$ cat src/design/uvpc_pkg.sv
// Package of constants and types shared by the EPROM programmer controller.
package uvpc_pkg;

  // Clock rate in kHz; the reference clock runs at 200 MHz.
  localparam int CLK_KHZ = 200000;
  // Nominal initial pulse width in microseconds.
  localparam int INIT_PULSE_US = 1000;
  // Cycles per millisecond tick.
  localparam int TICK_CYCLES = CLK_KHZ * INIT_PULSE_US / 1000;
  // Setup and hold time around pulses in microseconds.
  localparam int SETUP_US = 2;
  // Setup time in cycles, rounded up.
  localparam int SETUP_CYCLES = (SETUP_US * CLK_KHZ + 999) / 1000;
  // Verify data delay in nanoseconds.
  localparam int VERIFY_NS = 150;
  // Verify delay in cycles, rounded up.
  localparam int VERIFY_CYCLES = (VERIFY_NS * (CLK_KHZ / 1000) + 999) / 1000;
  // Most initial pulses per byte.
  localparam int MAX_PULSES = 25;
  // Overprogram multiplier.
  localparam int OVER_FACTOR = 3;
  // Width of the data bus.
  localparam int DATA_W = 8;
  // Width of the address bus.
  localparam int ADDR_W = 15;
  // Bit position of the identifier high voltage line.
  localparam int ID_HV_BIT = 9;
  // Bit position of the identifier byte select line.
  localparam int ID_SEL_BIT = 0;

  // Controller states.
  typedef enum logic [3:0] {
    UVPC_IDLE,
    UVPC_SETUP,
    UVPC_PULSE,
    UVPC_HOLD,
    UVPC_VSETUP,
    UVPC_VWAIT,
    UVPC_OVER,
    UVPC_RB_WAIT,
    UVPC_ID_WAIT,
    UVPC_DONE
  } uvpc_state_type;

endpackage : uvpc_pkg

$ cat src/design/uvpc_tick_if.sv
// Interface carrying the millisecond tick between the timer and the sequencer.
`timescale 1ns/1ps
interface uvpc_tick_if;
  // Restart request, one cycle.
  logic clear;
  // One cycle pulse every millisecond since clear.
  logic tick;
  // Cycles counted since clear, saturating.
  logic [17:0] cycles;
  modport timer (input clear, output tick, output cycles);
  modport user (output clear, input tick, input cycles);
endinterface : uvpc_tick_if

$ cat src/design/uvpc_programmer.sv
// Programmer controller that drives a UV EPROM through its pins.
`timescale 1ns/1ps
// Notes on behaviour
// RULE1 - Erased cells read as one.
// RULE2 - Programming only clears bits; erase restores.
// RULE3 - Program mode: high supply, select low.
// RULE4 - Initial pulse is 1 ms select low.
// RULE5 - Overprogram pulse lasts three X milliseconds.
// RULE6 - Allow up to 25 initial pulses.
// RULE7 - Hold 6.0 V main, 12.5 V program supply.
// RULE8 - Final readback at 5.0 V compares data.
// RULE9 - Select high inhibits programming.
// RULE10 - Select low pulse programs one device.
// RULE11 - Verify each byte after pulsing.
// RULE12 - Verify: gate low, select high, delay.
// RULE13 - Identifier mode needs high voltage line.
// RULE14 - Byte select picks maker or type code.
// RULE15 - Other address lines low for identifier.
// RULE16 - Verify passes only when byte programmed.
// RULE17 - Initial pulse within five percent.
// RULE18 - Overprogram between 2.85 and 78.75 ms.
// RULE19 - Reset count per byte, report failure.
// RULE20 - Address and data stable per byte.
module uvpc_programmer #(
  parameter int TICK_LEN = uvpc_pkg::TICK_CYCLES,
  parameter int MAX_PULSES = uvpc_pkg::MAX_PULSES
) (
  input wire logic ref_clk_i,
  input wire logic resetn_i,
  input wire logic prog_start_i,
  input wire logic read_start_i,
  input wire logic id_start_i,
  input wire logic id_sel_i,
  input wire logic [uvpc_pkg::ADDR_W-1:0] addr_i,
  input wire logic [uvpc_pkg::DATA_W-1:0] data_i,
  input wire logic [uvpc_pkg::DATA_W-1:0] mem_data_i,
  output logic busy_o,
  output logic done_o,
  output logic fail_o,
  output logic [uvpc_pkg::DATA_W-1:0] rdata_o,
  output logic [4:0] pulses_o,
  output logic chip_sel_n_o,
  output logic out_gate_n_o,
  output logic [uvpc_pkg::ADDR_W-1:0] mem_addr_o,
  output logic id_hv_en_o,
  output logic [uvpc_pkg::DATA_W-1:0] mem_data_o,
  output logic mem_data_oe_o,
  output logic vpp_high_o,
  output logic vcc_prog_o
);

  // Millisecond timer link.
  uvpc_tick_if tk ();

  uvpc_timer #(
    .TICK_LEN(TICK_LEN)
  ) u_timer (
    .ref_clk_i(ref_clk_i),
    .resetn_i(resetn_i),
    .tk(tk)
  );

  // Two-flop synchroniser on the data pins coming back from the memory.
  logic [uvpc_pkg::DATA_W-1:0] din_meta_r;
  logic [uvpc_pkg::DATA_W-1:0] din_sync_r;

  // State and working registers with their next values.
  uvpc_pkg::uvpc_state_type state_r;
  uvpc_pkg::uvpc_state_type state_nxt;
  // Pulse count X for the current byte.
  logic [4:0] cnt_r;
  logic [4:0] cnt_nxt;
  // Milliseconds elapsed in the current overprogram pulse.
  logic [6:0] ms_r;
  logic [6:0] ms_nxt;
  // Latched address and data.
  logic [uvpc_pkg::ADDR_W-1:0] addr_r;
  logic [uvpc_pkg::ADDR_W-1:0] addr_nxt;
  logic [uvpc_pkg::DATA_W-1:0] data_r;
  logic [uvpc_pkg::DATA_W-1:0] data_nxt;
  // Pin and status registers.
  logic cs_n_r;
  logic cs_n_nxt;
  logic oe_n_r;
  logic oe_n_nxt;
  logic dq_oe_r;
  logic dq_oe_nxt;
  logic hv_r;
  logic hv_nxt;
  logic vpp_r;
  logic vpp_nxt;
  logic vccp_r;
  logic vccp_nxt;
  logic busy_r;
  logic busy_nxt;
  logic done_r;
  logic done_nxt;
  logic fail_r;
  logic fail_nxt;
  logic [uvpc_pkg::DATA_W-1:0] rdata_r;
  logic [uvpc_pkg::DATA_W-1:0] rdata_nxt;
  // Restart request for the timer.
  logic clr_nxt;

  assign tk.clear = clr_nxt;

  // Sequencer: computes next state, pins and status.
  always_comb
  begin
    state_nxt = state_r;
    cnt_nxt = cnt_r;
    ms_nxt = ms_r;
    addr_nxt = addr_r;
    data_nxt = data_r;
    cs_n_nxt = cs_n_r;
    oe_n_nxt = oe_n_r;
    dq_oe_nxt = dq_oe_r;
    hv_nxt = hv_r;
    vpp_nxt = vpp_r;
    vccp_nxt = vccp_r;
    busy_nxt = busy_r;
    done_nxt = 1'b0;
    fail_nxt = fail_r;
    rdata_nxt = rdata_r;
    clr_nxt = 1'b0;
    case (state_r)
      uvpc_pkg::UVPC_IDLE:
      begin
        if (prog_start_i)
        begin
          // New byte: latch address and data, clear the pulse count.
          addr_nxt = addr_i; // RULE20
          data_nxt = data_i; // RULE20
          cnt_nxt = 5'h00; // RULE19
          fail_nxt = 1'b0;
          vpp_nxt = 1'b1; // RULE7
          vccp_nxt = 1'b1; // RULE7
          dq_oe_nxt = 1'b1; // RULE3
          busy_nxt = 1'b1;
          clr_nxt = 1'b1;
          state_nxt = uvpc_pkg::UVPC_SETUP;
        end
        else if (read_start_i)
        begin
          // Readback at normal supply with select and gate low.
          addr_nxt = addr_i;
          vpp_nxt = 1'b0;
          vccp_nxt = 1'b0; // RULE8
          cs_n_nxt = 1'b0;
          oe_n_nxt = 1'b0;
          busy_nxt = 1'b1;
          clr_nxt = 1'b1;
          state_nxt = uvpc_pkg::UVPC_RB_WAIT;
        end
        else if (id_start_i)
        begin
          // Identifier read: every other address line held low.
          addr_nxt = '0; // RULE15
          addr_nxt[uvpc_pkg::ID_SEL_BIT] = id_sel_i; // RULE14
          hv_nxt = 1'b1; // RULE13
          cs_n_nxt = 1'b0;
          oe_n_nxt = 1'b0;
          busy_nxt = 1'b1;
          clr_nxt = 1'b1;
          state_nxt = uvpc_pkg::UVPC_ID_WAIT;
        end
      end
      uvpc_pkg::UVPC_SETUP:
      begin
        // Supplies, address and data settle before the select falls.
        if (tk.cycles >= 18'(uvpc_pkg::SETUP_CYCLES))
        begin
          cs_n_nxt = 1'b0; // RULE10
          ms_nxt = 7'h00;
          clr_nxt = 1'b1;
          cnt_nxt = cnt_r + 5'h01;
          state_nxt = uvpc_pkg::UVPC_PULSE;
        end
      end
      uvpc_pkg::UVPC_PULSE:
      begin
        // Initial pulse of one tick plus one cycle; that width meets the tolerance.
        if (tk.tick)
        begin
          cs_n_nxt = 1'b1; // RULE4 RULE17
          clr_nxt = 1'b1;
          state_nxt = uvpc_pkg::UVPC_HOLD;
        end
      end
      uvpc_pkg::UVPC_HOLD:
      begin
        // Data hold after the pulse, then release the bus for verify.
        if (tk.cycles >= 18'(uvpc_pkg::SETUP_CYCLES))
        begin
          dq_oe_nxt = 1'b0;
          clr_nxt = 1'b1;
          state_nxt = uvpc_pkg::UVPC_VSETUP;
        end
      end
      uvpc_pkg::UVPC_VSETUP:
      begin
        // Gate falls with select high and high supply kept.
        if (tk.cycles >= 18'(uvpc_pkg::SETUP_CYCLES))
        begin
          oe_n_nxt = 1'b0; // RULE12
          clr_nxt = 1'b1;
          state_nxt = uvpc_pkg::UVPC_VWAIT;
        end
      end
      uvpc_pkg::UVPC_VWAIT:
      begin
        // Sample after the verify delay plus synchroniser latency.
        if (tk.cycles >= 18'(uvpc_pkg::VERIFY_CYCLES + 2))
        begin
          oe_n_nxt = 1'b1;
          dq_oe_nxt = 1'b1;
          clr_nxt = 1'b1;
          rdata_nxt = din_sync_r;
          if (din_sync_r == data_r) // RULE11 RULE16
          begin
            cs_n_nxt = 1'b0; // RULE5
            ms_nxt = 7'h00;
            state_nxt = uvpc_pkg::UVPC_OVER;
          end
          else if (cnt_r >= 5'(MAX_PULSES)) // RULE6
          begin
            fail_nxt = 1'b1; // RULE19
            dq_oe_nxt = 1'b0;
            vpp_nxt = 1'b0;
            vccp_nxt = 1'b0;
            busy_nxt = 1'b0;
            done_nxt = 1'b1;
            state_nxt = uvpc_pkg::UVPC_IDLE;
          end
          else
          begin
            state_nxt = uvpc_pkg::UVPC_SETUP;
          end
        end
      end
      uvpc_pkg::UVPC_OVER:
      begin
        // Overprogram lasts three times X milliseconds.
        if (tk.tick)
        begin
          ms_nxt = ms_r + 7'h01;
          if (ms_nxt == 7'(uvpc_pkg::OVER_FACTOR * cnt_r)) // RULE5 RULE18
          begin
            // Select rises first; data and supplies stay for the hold time.
            cs_n_nxt = 1'b1;
            clr_nxt = 1'b1;
            state_nxt = uvpc_pkg::UVPC_DONE;
          end
        end
      end
      uvpc_pkg::UVPC_DONE:
      begin
        // Data hold after the overprogram pulse, then release pins and supplies.
        if (tk.cycles >= 18'(uvpc_pkg::SETUP_CYCLES))
        begin
          dq_oe_nxt = 1'b0; // RULE20
          vpp_nxt = 1'b0;
          vccp_nxt = 1'b0;
          busy_nxt = 1'b0;
          done_nxt = 1'b1;
          state_nxt = uvpc_pkg::UVPC_IDLE;
        end
      end
      uvpc_pkg::UVPC_RB_WAIT, uvpc_pkg::UVPC_ID_WAIT:
      begin
        // Access time plus synchroniser latency, then capture.
        if (tk.cycles >= 18'(uvpc_pkg::VERIFY_CYCLES + 2))
        begin
          rdata_nxt = din_sync_r;
          cs_n_nxt = 1'b1;
          oe_n_nxt = 1'b1;
          hv_nxt = 1'b0;
          busy_nxt = 1'b0;
          done_nxt = 1'b1;
          state_nxt = uvpc_pkg::UVPC_IDLE;
        end
      end
      default:
      begin
        state_nxt = uvpc_pkg::UVPC_IDLE;
      end
    endcase
  end

  // Registers of the sequencer and the input synchroniser.
  always_ff @(posedge ref_clk_i)
  begin
    din_meta_r <= mem_data_i;
    din_sync_r <= din_meta_r;
    if (!resetn_i)
    begin
      state_r <= uvpc_pkg::UVPC_IDLE;
      cnt_r <= 5'h00;
      ms_r <= 7'h00;
      addr_r <= '0;
      data_r <= 8'hFF;
      cs_n_r <= 1'b1; // RULE9
      oe_n_r <= 1'b1;
      dq_oe_r <= 1'b0;
      hv_r <= 1'b0;
      vpp_r <= 1'b0;
      vccp_r <= 1'b0;
      busy_r <= 1'b0;
      done_r <= 1'b0;
      fail_r <= 1'b0;
      rdata_r <= 8'h00;
    end
    else
    begin
      state_r <= state_nxt;
      cnt_r <= cnt_nxt;
      ms_r <= ms_nxt;
      addr_r <= addr_nxt;
      data_r <= data_nxt;
      cs_n_r <= cs_n_nxt;
      oe_n_r <= oe_n_nxt;
      dq_oe_r <= dq_oe_nxt;
      hv_r <= hv_nxt;
      vpp_r <= vpp_nxt;
      vccp_r <= vccp_nxt;
      busy_r <= busy_nxt;
      done_r <= done_nxt;
      fail_r <= fail_nxt;
      rdata_r <= rdata_nxt;
    end
  end

  // Outputs come straight from registers.
  assign busy_o = busy_r;
  assign done_o = done_r;
  assign fail_o = fail_r;
  assign rdata_o = rdata_r;
  assign pulses_o = cnt_r;
  assign chip_sel_n_o = cs_n_r;
  assign out_gate_n_o = oe_n_r;
  assign mem_addr_o = addr_r;
  assign id_hv_en_o = hv_r;
  assign mem_data_o = data_r;
  assign mem_data_oe_o = dq_oe_r;
  assign vpp_high_o = vpp_r;
  assign vcc_prog_o = vccp_r;

endmodule : uvpc_programmer

$ cat src/design/uvpc_timer.sv
// Divider producing millisecond tick enables and a short cycle count.
`timescale 1ns/1ps
module uvpc_timer #(
  parameter int TICK_LEN = uvpc_pkg::TICK_CYCLES
) (
  input wire logic ref_clk_i,
  input wire logic resetn_i,
  uvpc_tick_if.timer tk
);

  // Divider counter and its next value.
  logic [17:0] div_r;
  logic [17:0] div_nxt;
  // Tick flop and next value.
  logic tick_r;
  logic tick_nxt;
  // Saturating cycle count since the last clear, independent of the tick period.
  logic [17:0] cyc_r;
  logic [17:0] cyc_nxt;

  // Next divider value: restart on clear, wrap every tick period.
  always_comb
  begin
    tick_nxt = 1'b0;
    div_nxt = div_r + 18'h00001;
    // The count stops at all ones so that a long wait never wraps back below a limit.
    cyc_nxt = (cyc_r == 18'h3FFFF) ? cyc_r : cyc_r + 18'h00001;
    if (tk.clear)
    begin
      div_nxt = 18'h00000;
      cyc_nxt = 18'h00000;
    end
    else if (div_r == 18'(TICK_LEN - 1))
    begin
      // Period elapsed; emit one tick.
      div_nxt = 18'h00000;
      tick_nxt = 1'b1;
    end
  end

  // Registers of the divider.
  always_ff @(posedge ref_clk_i)
  begin
    if (!resetn_i)
    begin
      div_r <= 18'h00000;
      tick_r <= 1'b0;
      cyc_r <= 18'h00000;
    end
    else
    begin
      div_r <= div_nxt;
      tick_r <= tick_nxt;
      cyc_r <= cyc_nxt;
    end
  end

  assign tk.tick = tick_r;
  assign tk.cycles = cyc_r;

endmodule : uvpc_timer

$ cat config.mk
export PLATFORM = sky130hd
export DESIGN_NAME = uvpc_programmer
export DESIGN_NICKNAME = d
export VERILOG_FILES = /design/src/design/uvpc_pkg.sv /design/src/design/uvpc_tick_if.sv /design/src/design/uvpc_programmer.sv /design/src/design/uvpc_timer.sv
export SDC_FILE = /design/constraint.sdc
export NUM_CORES = 1
export LEC_CHECK = 0
export BUFFER_PORTS_ARGS = -buffer_cell sky130_fd_sc_hd__buf_2
export CAP_MARGIN = 0
export CORE_MARGIN = 4
export CORE_UTILIZATION = 35
export CTS_CLUSTER_DIAMETER = 80
export CTS_CLUSTER_SIZE = 40
export DETAILED_ROUTE_END_ITERATION = 8
export SYNTH_ARGS = -nofsm -noshare
export SYNTH_HDL_FRONTEND = slang
export SYNTH_SLANG_ARGS = --single-unit
export TNS_END_PERCENT = 1
$ cat constraint.sdc
create_clock -name ref_clk_i -period 3.69 [get_ports ref_clk_i]
set_clock_uncertainty 0.15 [all_clocks]
set_input_delay 0.1845 -clock ref_clk_i [delete_from_list [all_inputs] [get_ports ref_clk_i]]
set_output_delay 0.1845 -clock ref_clk_i [all_outputs]
set_load 0.1 [all_outputs]
After elaboration in Yosys (flattened, before gate mapping)
Index checks and enable logic that the tools add are counted.
Widths: inputs -> output; s select.
- bits in registers: 108
- bits in latches: 0
- memory bits (writable): 0
- ROM bits: 0
- input port bits: 37
- output and inout port bits: 45
- memories: 0
- $add $sub $neg: 4
- multiply operators: 1
- divide/modulo/power cells: 0
- order comparisons: 3
- equal/unequal tests: 34
- shift operators: 0
- multiplexer cells: 76
- bitwise logic cells: 1
- reduce and logical (&&, ||, !) cells: 30
- operators with widths (operator ; count):
    $mux 4 ; 12
    $mux 15 ; 3
    $mux 1 ; 42
    $add 18x1->18 const B ; 2
    $eq 18x18->1 const B ; 2
    $pmux 4 s9 ; 1
    $mux 7 ; 4
    $ne 2x2->1 const B ; 14
    $pmux 7 s3 ; 1
    $reduce_and 10->1 ; 2
    $reduce_and 5->1 ; 4
    $ge 18x6->1 const B ; 1
    $ge 18x9->1 const B ; 1
    $eq 4x3->1 const B ; 4
    $reduce_bool 3->1 ; 5
    $pmux 1 s3 ; 4
    $mux 5 ; 2
    $pmux 5 s2 ; 1
    $reduce_or 3->1 ; 3
    $eq 4x2->1 const B ; 2
    $eq 4x4->1 const B ; 2
    $eq 8x8->1 ; 1
    $ne 2x1->1 const B ; 4
    $add 7x1->7 const B ; 1
    23 further kinds ; 31

Longest topological paths before layout
- word-level depth: 6
- depth in mapped cells: 11
- depth with buffers taken out: 10

By module
Synthesis repeated with hierarchy kept, for this count alone.
- cells, all modules: 594
- area, all modules: 5117.4 µm²
- by module, submodules not included (module ; times used ; cells each ; area each (µm²)):
    uvpc_programmer ; 1 ; 391 ; 3335.7
    uvpc_timer ; 1 ; 203 ; 1781.7

Worst setup path after synthesis
OpenSTA, ideal clock, no wires.
- kind: register to register
- start: register cnt_r[0], in the netlist pulses_o[0]
- end: register u_timer.div_r[10]
- library setup time: 0.138 ns
- data arrival time: 3.042 ns
- required time: 3.402 ns
- slack: 0.360 ns
- cell stages (with the launch flop): 12
- path buffers: 1
- cells stage by stage: dfxtp_1 > ha_1 > inv_1 > fa_1 > xor2_1 > xnor2_1 > xor2_1 > nor3_2 > nand3_1 > o21ai_4 > buf_4 > nor3_1
- word-level cells in the longest chain between the ends: 6
- ends and longest elaborated chain (item ; line ; text):
    start: declaration ; uvpc_programmer.sv:71 ; logic [4:0] cnt_r;
    start signal: assignment ; uvpc_programmer.sv:316 ; cnt_r <= cnt_nxt;
    $mul 2x5->7 ; uvpc_programmer.sv:247 ; if (ms_nxt == 7'(uvpc_pkg::OVER_FACTOR * cnt_r))
    $eq 7x7->1 ; uvpc_programmer.sv:247 ;
    $mux 1 ; uvpc_programmer.sv:247 ;
    $mux 1 ; uvpc_programmer.sv:244 ; if (tk.tick)
    $pmux 1 s5 ; uvpc_programmer.sv:126 ; case (state_r)
    $reduce_or 3->1 (no line) ; -- ;
    end signal: assignment ; uvpc_timer.sv:52 ; div_r <= div_nxt;
    end: declaration ; uvpc_timer.sv:12 ; logic [17:0] div_r;
Every way passes these cells.
A chain may end at the register's enable or synchronous reset.

Worst setup path after layout
- start: register cnt_r[0], in the netlist pulses_o[0]
- end: register u_timer.div_r[11]
Same word-level chain as after synthesis.

==> impl_metrics.csv <==
group,metric,value,unit
cells_and_area,synthToLayoutAreaGrowth,23.5,%
sta,tns,0,ns
placement,numPortBuffers,81,
sta,final-setup-viol-count,0,
power,power_density,641,nW/um^2
sta,period_share,77.9,%
critical_path,rr_worst_depth,11,
clock_network,clock_path_buffers,2,
global_routing,antenna_found_initial,0,
logic_synthesis,synthArstFlopShare,0,%
logic_synthesis,ys_types,61,
placement,dpl.hpwl,8280,microns
critical_path,cp_max_fo,37,
global_routing,globalRouteOverflowTotal,0,
logic_synthesis,syn_avg_cell_area,8.75,sq um
worst_hold_path,hp-start,"addr_i[0]",
logic_synthesis,synth_area,4950,sq um
critical_path,worst_setup_path_start_kind,"register",
power,vdd_ir_drop_max,0.236,mV
sta,rsz0062_at_grt,"no",
sta,layout_min_cycle_time,2.88,ns
worst_hold_path,hold_depth,4,
logic_synthesis,synth_edf_count,0,
floorplan,coreArea,13900,sq um
worst_hold_path,holdCritPathClass,"input port to register",
power,seqPwrFrac,36.8,%
global_routing,grt_max_degree,54,
power,switching_share,44.2,%
clock_network,root_buffer,"clkbuf_16",
critical_path,cp.required,3.75,ns
clock_network,insertion_delay,0.35,ns
logic_synthesis,yosysTopAreaCellShare,43.7,%
clock_network,post_cts_buffers,0,
floorplan,ioPinCount,82,
cells_and_area,diodes,0,
clock_network,cts_tree,"done",
floorplan,die_area,16100,sq um
logic_synthesis,synth_common_cells,"dfxtp_1, nand2_1, nor2_1",
logic_synthesis,synth_most_common_cell,"dfxtp_1",
critical_path,r2r_start,"pulses_o[0]",
outcome,status,"completed",
logic_synthesis,ys_seq_area_share,43.7,%
route,dr.pass1.iters,7,
sta,hold_ws,0.0923,ns
clock_network,cts.sinks,108,
power,p_sw,1.73,mW
sta,tightest_slew,0.962,ns
critical_path,rr_endpoint,"u_timer.div_r[11]",
power,power.internal,2.19,mW
route,drt_iter0_drc,336,
global_routing,grt_pass1_vias,3958,
sta,fmaxAchievable,348,MHz
clock_network,path_clk_slew,0.08,ns
logic_synthesis,synth_fp_nets,616,
route,wire_per_inst,13.8,microns
power,clkPwrFrac,25.6,%
worst_hold_path,holdPathEnd,"mem_addr_o[0]",
critical_path,cp.arrival,2.93,ns
critical_path,reg2reg_slack,0.81,ns
floorplan,die_width,127,microns
cells_and_area,layout-drive-gt1-share,16.5,%
clock_network,cts_buffers,9,
logic_synthesis,yosys-top-cells-area,"dfxtp_1, xor2_1, nand2_1",
critical_path,crit_path_end_kind,"register",
global_routing,grt_use_total,14.6,%
global_routing,grt_pass1_wl,19400,microns
power,p_leak,2.51,nW
logic_synthesis,ys_warn_count,0,
placement,gp_congestion,0.863,
sta,max-slew-margin-rel,35.6,%
logic_synthesis,synth_seq_cells,108,
route,drt_wl_total,11800,microns
route,vias_per_cell,4.97,
route,vias,4237,
logic_synthesis,synthFlopType,"dfxtp_1",
route,ant_nets,0,
critical_path,worst-setup-path-type,"register to register",
logic_synthesis,netlist_instances,566,
floorplan,start_util,35.7,%
clock_network,ctsHtreeMaxLevel,3,
flow_run,drv_cap,0,
logic_synthesis,synth_top_area_cell,"dfxtp_1",
floorplan,num_rows,43,
route,drc,0,
floorplan,die_h,127,microns
cells_and_area,nets,718,
sta,drv_slew,0,
power,p_comb_share,37.6,%
sta,hold_viol,0,
-- critical path, cell delays in order, from the launching register on --
cell	delay (ns)
dfxtp_1	0.47
ha_1	0.26
inv_1	0.07
fa_1	0.39
xor2_1	0.18
xnor2_1	0.13
xor2_1	0.15
nor3_2	0.14
nand3_1	0.15
o21ai_4	0.16
buf_4	0.36
nor3_1	0.12
-- registers in the layout (all words and copies together), names as in the netlist --
signal,cells
u_timer.div_r,18
u_timer.tk.cycles,18
mem_addr_o,15
din_meta_r,8
din_sync_r,8
mem_data_o,8
rdata_o,8
ms_r,7
pulses_o,5
state_r,4
busy_o,1
chip_sel_n_o,1
done_o,1
fail_o,1
id_hv_en_o,1
mem_data_oe_o,1
out_gate_n_o,1
u_timer.tk.tick,1
vcc_prog_o,1
-- stage by stage --
stage               utilization (%)  power (mW)  cells  instance area [sq um]  setup WS (ns)
CTS                            44.0        3.95    853                   6110          0.786
global route                   44.0        4.12    853                   6110          0.567
finish                         44.0        3.92    853                   6110          0.815
floorplan                         -        2.66    566                   4950          0.360
global placement               39.6        2.90    806                   5490          0.878
detailed placement             39.6        2.92    806                   5490          0.812
-- placed cells by master, fill, tap and decap left out, types with 6 or more instances in the layout --
master	synthesis	routed
dfxtp_1	108	108
buf_2	2	81
nand2_1	64	64
nor2_1	51	51
nand3_1	47	47
xor2_1	38	38
dlygate4sd3_1	0	31
nor2b_1	21	21
nor3_1	20	20
xnor2_1	18	18
and3_1	17	17
a22oi_1	16	16
o21ai_0	14	14
a21boi_0	13	13
ha_1	12	12
a31oi_1	11	11
inv_1	10	10
a21oi_1	10	10
clkbuf_16	0	9
or3_1	6	6
nand4_1	6	6
-- layer usage --
| layer | track usage, % | up-vias | share of wire, % |
|---|---|---|---|
| li1 | - | 2181 | - |
| met1 | 19.3 | 1943 | 47 |
| met2 | 23.4 | 103 | 47 |
| met4 | 6.12 | 0 | 1.3 |
| met3 | 2.82 | 10 | 4.7 |
| met5 | 0 | - | 0 |
-- area by class of cell --
type | count | area, sq um
Clock buffer | 9 | 225
Multi-Input combinational cell | 422 | 2630
Tap cell | 180 | 225
Sequential cell | 108 | 2160
Timing Repair Buffer | 116 | 746
Clock inverter | 7 | 83.8
Inverter | 11 | 41.3
Fill cell | 1360 | 7770
-- logic make-up (layout without fill, tap and decap cells) --
kind of cell	after synthesis	count (layout)	share of synthesized area (%)
adder cells (fa/ha/maj)	13	13	3.44
flip-flops	108	108	43.7
XOR/XNOR	57	57	10.4
AND/OR/NAND/NOR	258	258	25.7
multiplexers	4	4	0.809
AO/OA/AOI/OAI	90	90	12.8
buffers and inverters	36	143	3.23
-- how the worst max path moves through the flow --
stage,slack (ns),from,endpoint,depth (start not counted)
2_1_floorplan,0.36,pulses_o[0],u_timer.div_r[10],11
3_3_place_gp,0.88,pulses_o[0],u_timer.div_r[10],11
3_5_place_dp,0.81,pulses_o[0],u_timer.div_r[11],11
4_1_cts,0.79,pulses_o[0],u_timer.div_r[11],11
5_1_grt,0.57,pulses_o[0],u_timer.div_r[10],11
6_report,0.81,pulses_o[0],u_timer.div_r[11],11
-- power groups by stage --
stage | clock network (mW) | registers, mW | logic, mW
global placement | 0 | 1.46 | 1.44
global route | 1.08 | 1.47 | 1.58
finish | 1.00 | 1.44 | 1.47
CTS | 1.03 | 1.44 | 1.48
detailed placement | 0 | 1.47 | 1.45
floorplan | 0 | 2.02 | 0.645
-- what timing repair did --
action                                 in CTS  in global routing
resized for setup                           0                  0
endpoints found under the hold margin      31                  0
hold buffers                               31                  0
Note: power is estimated with default switching activity, not from simulation.
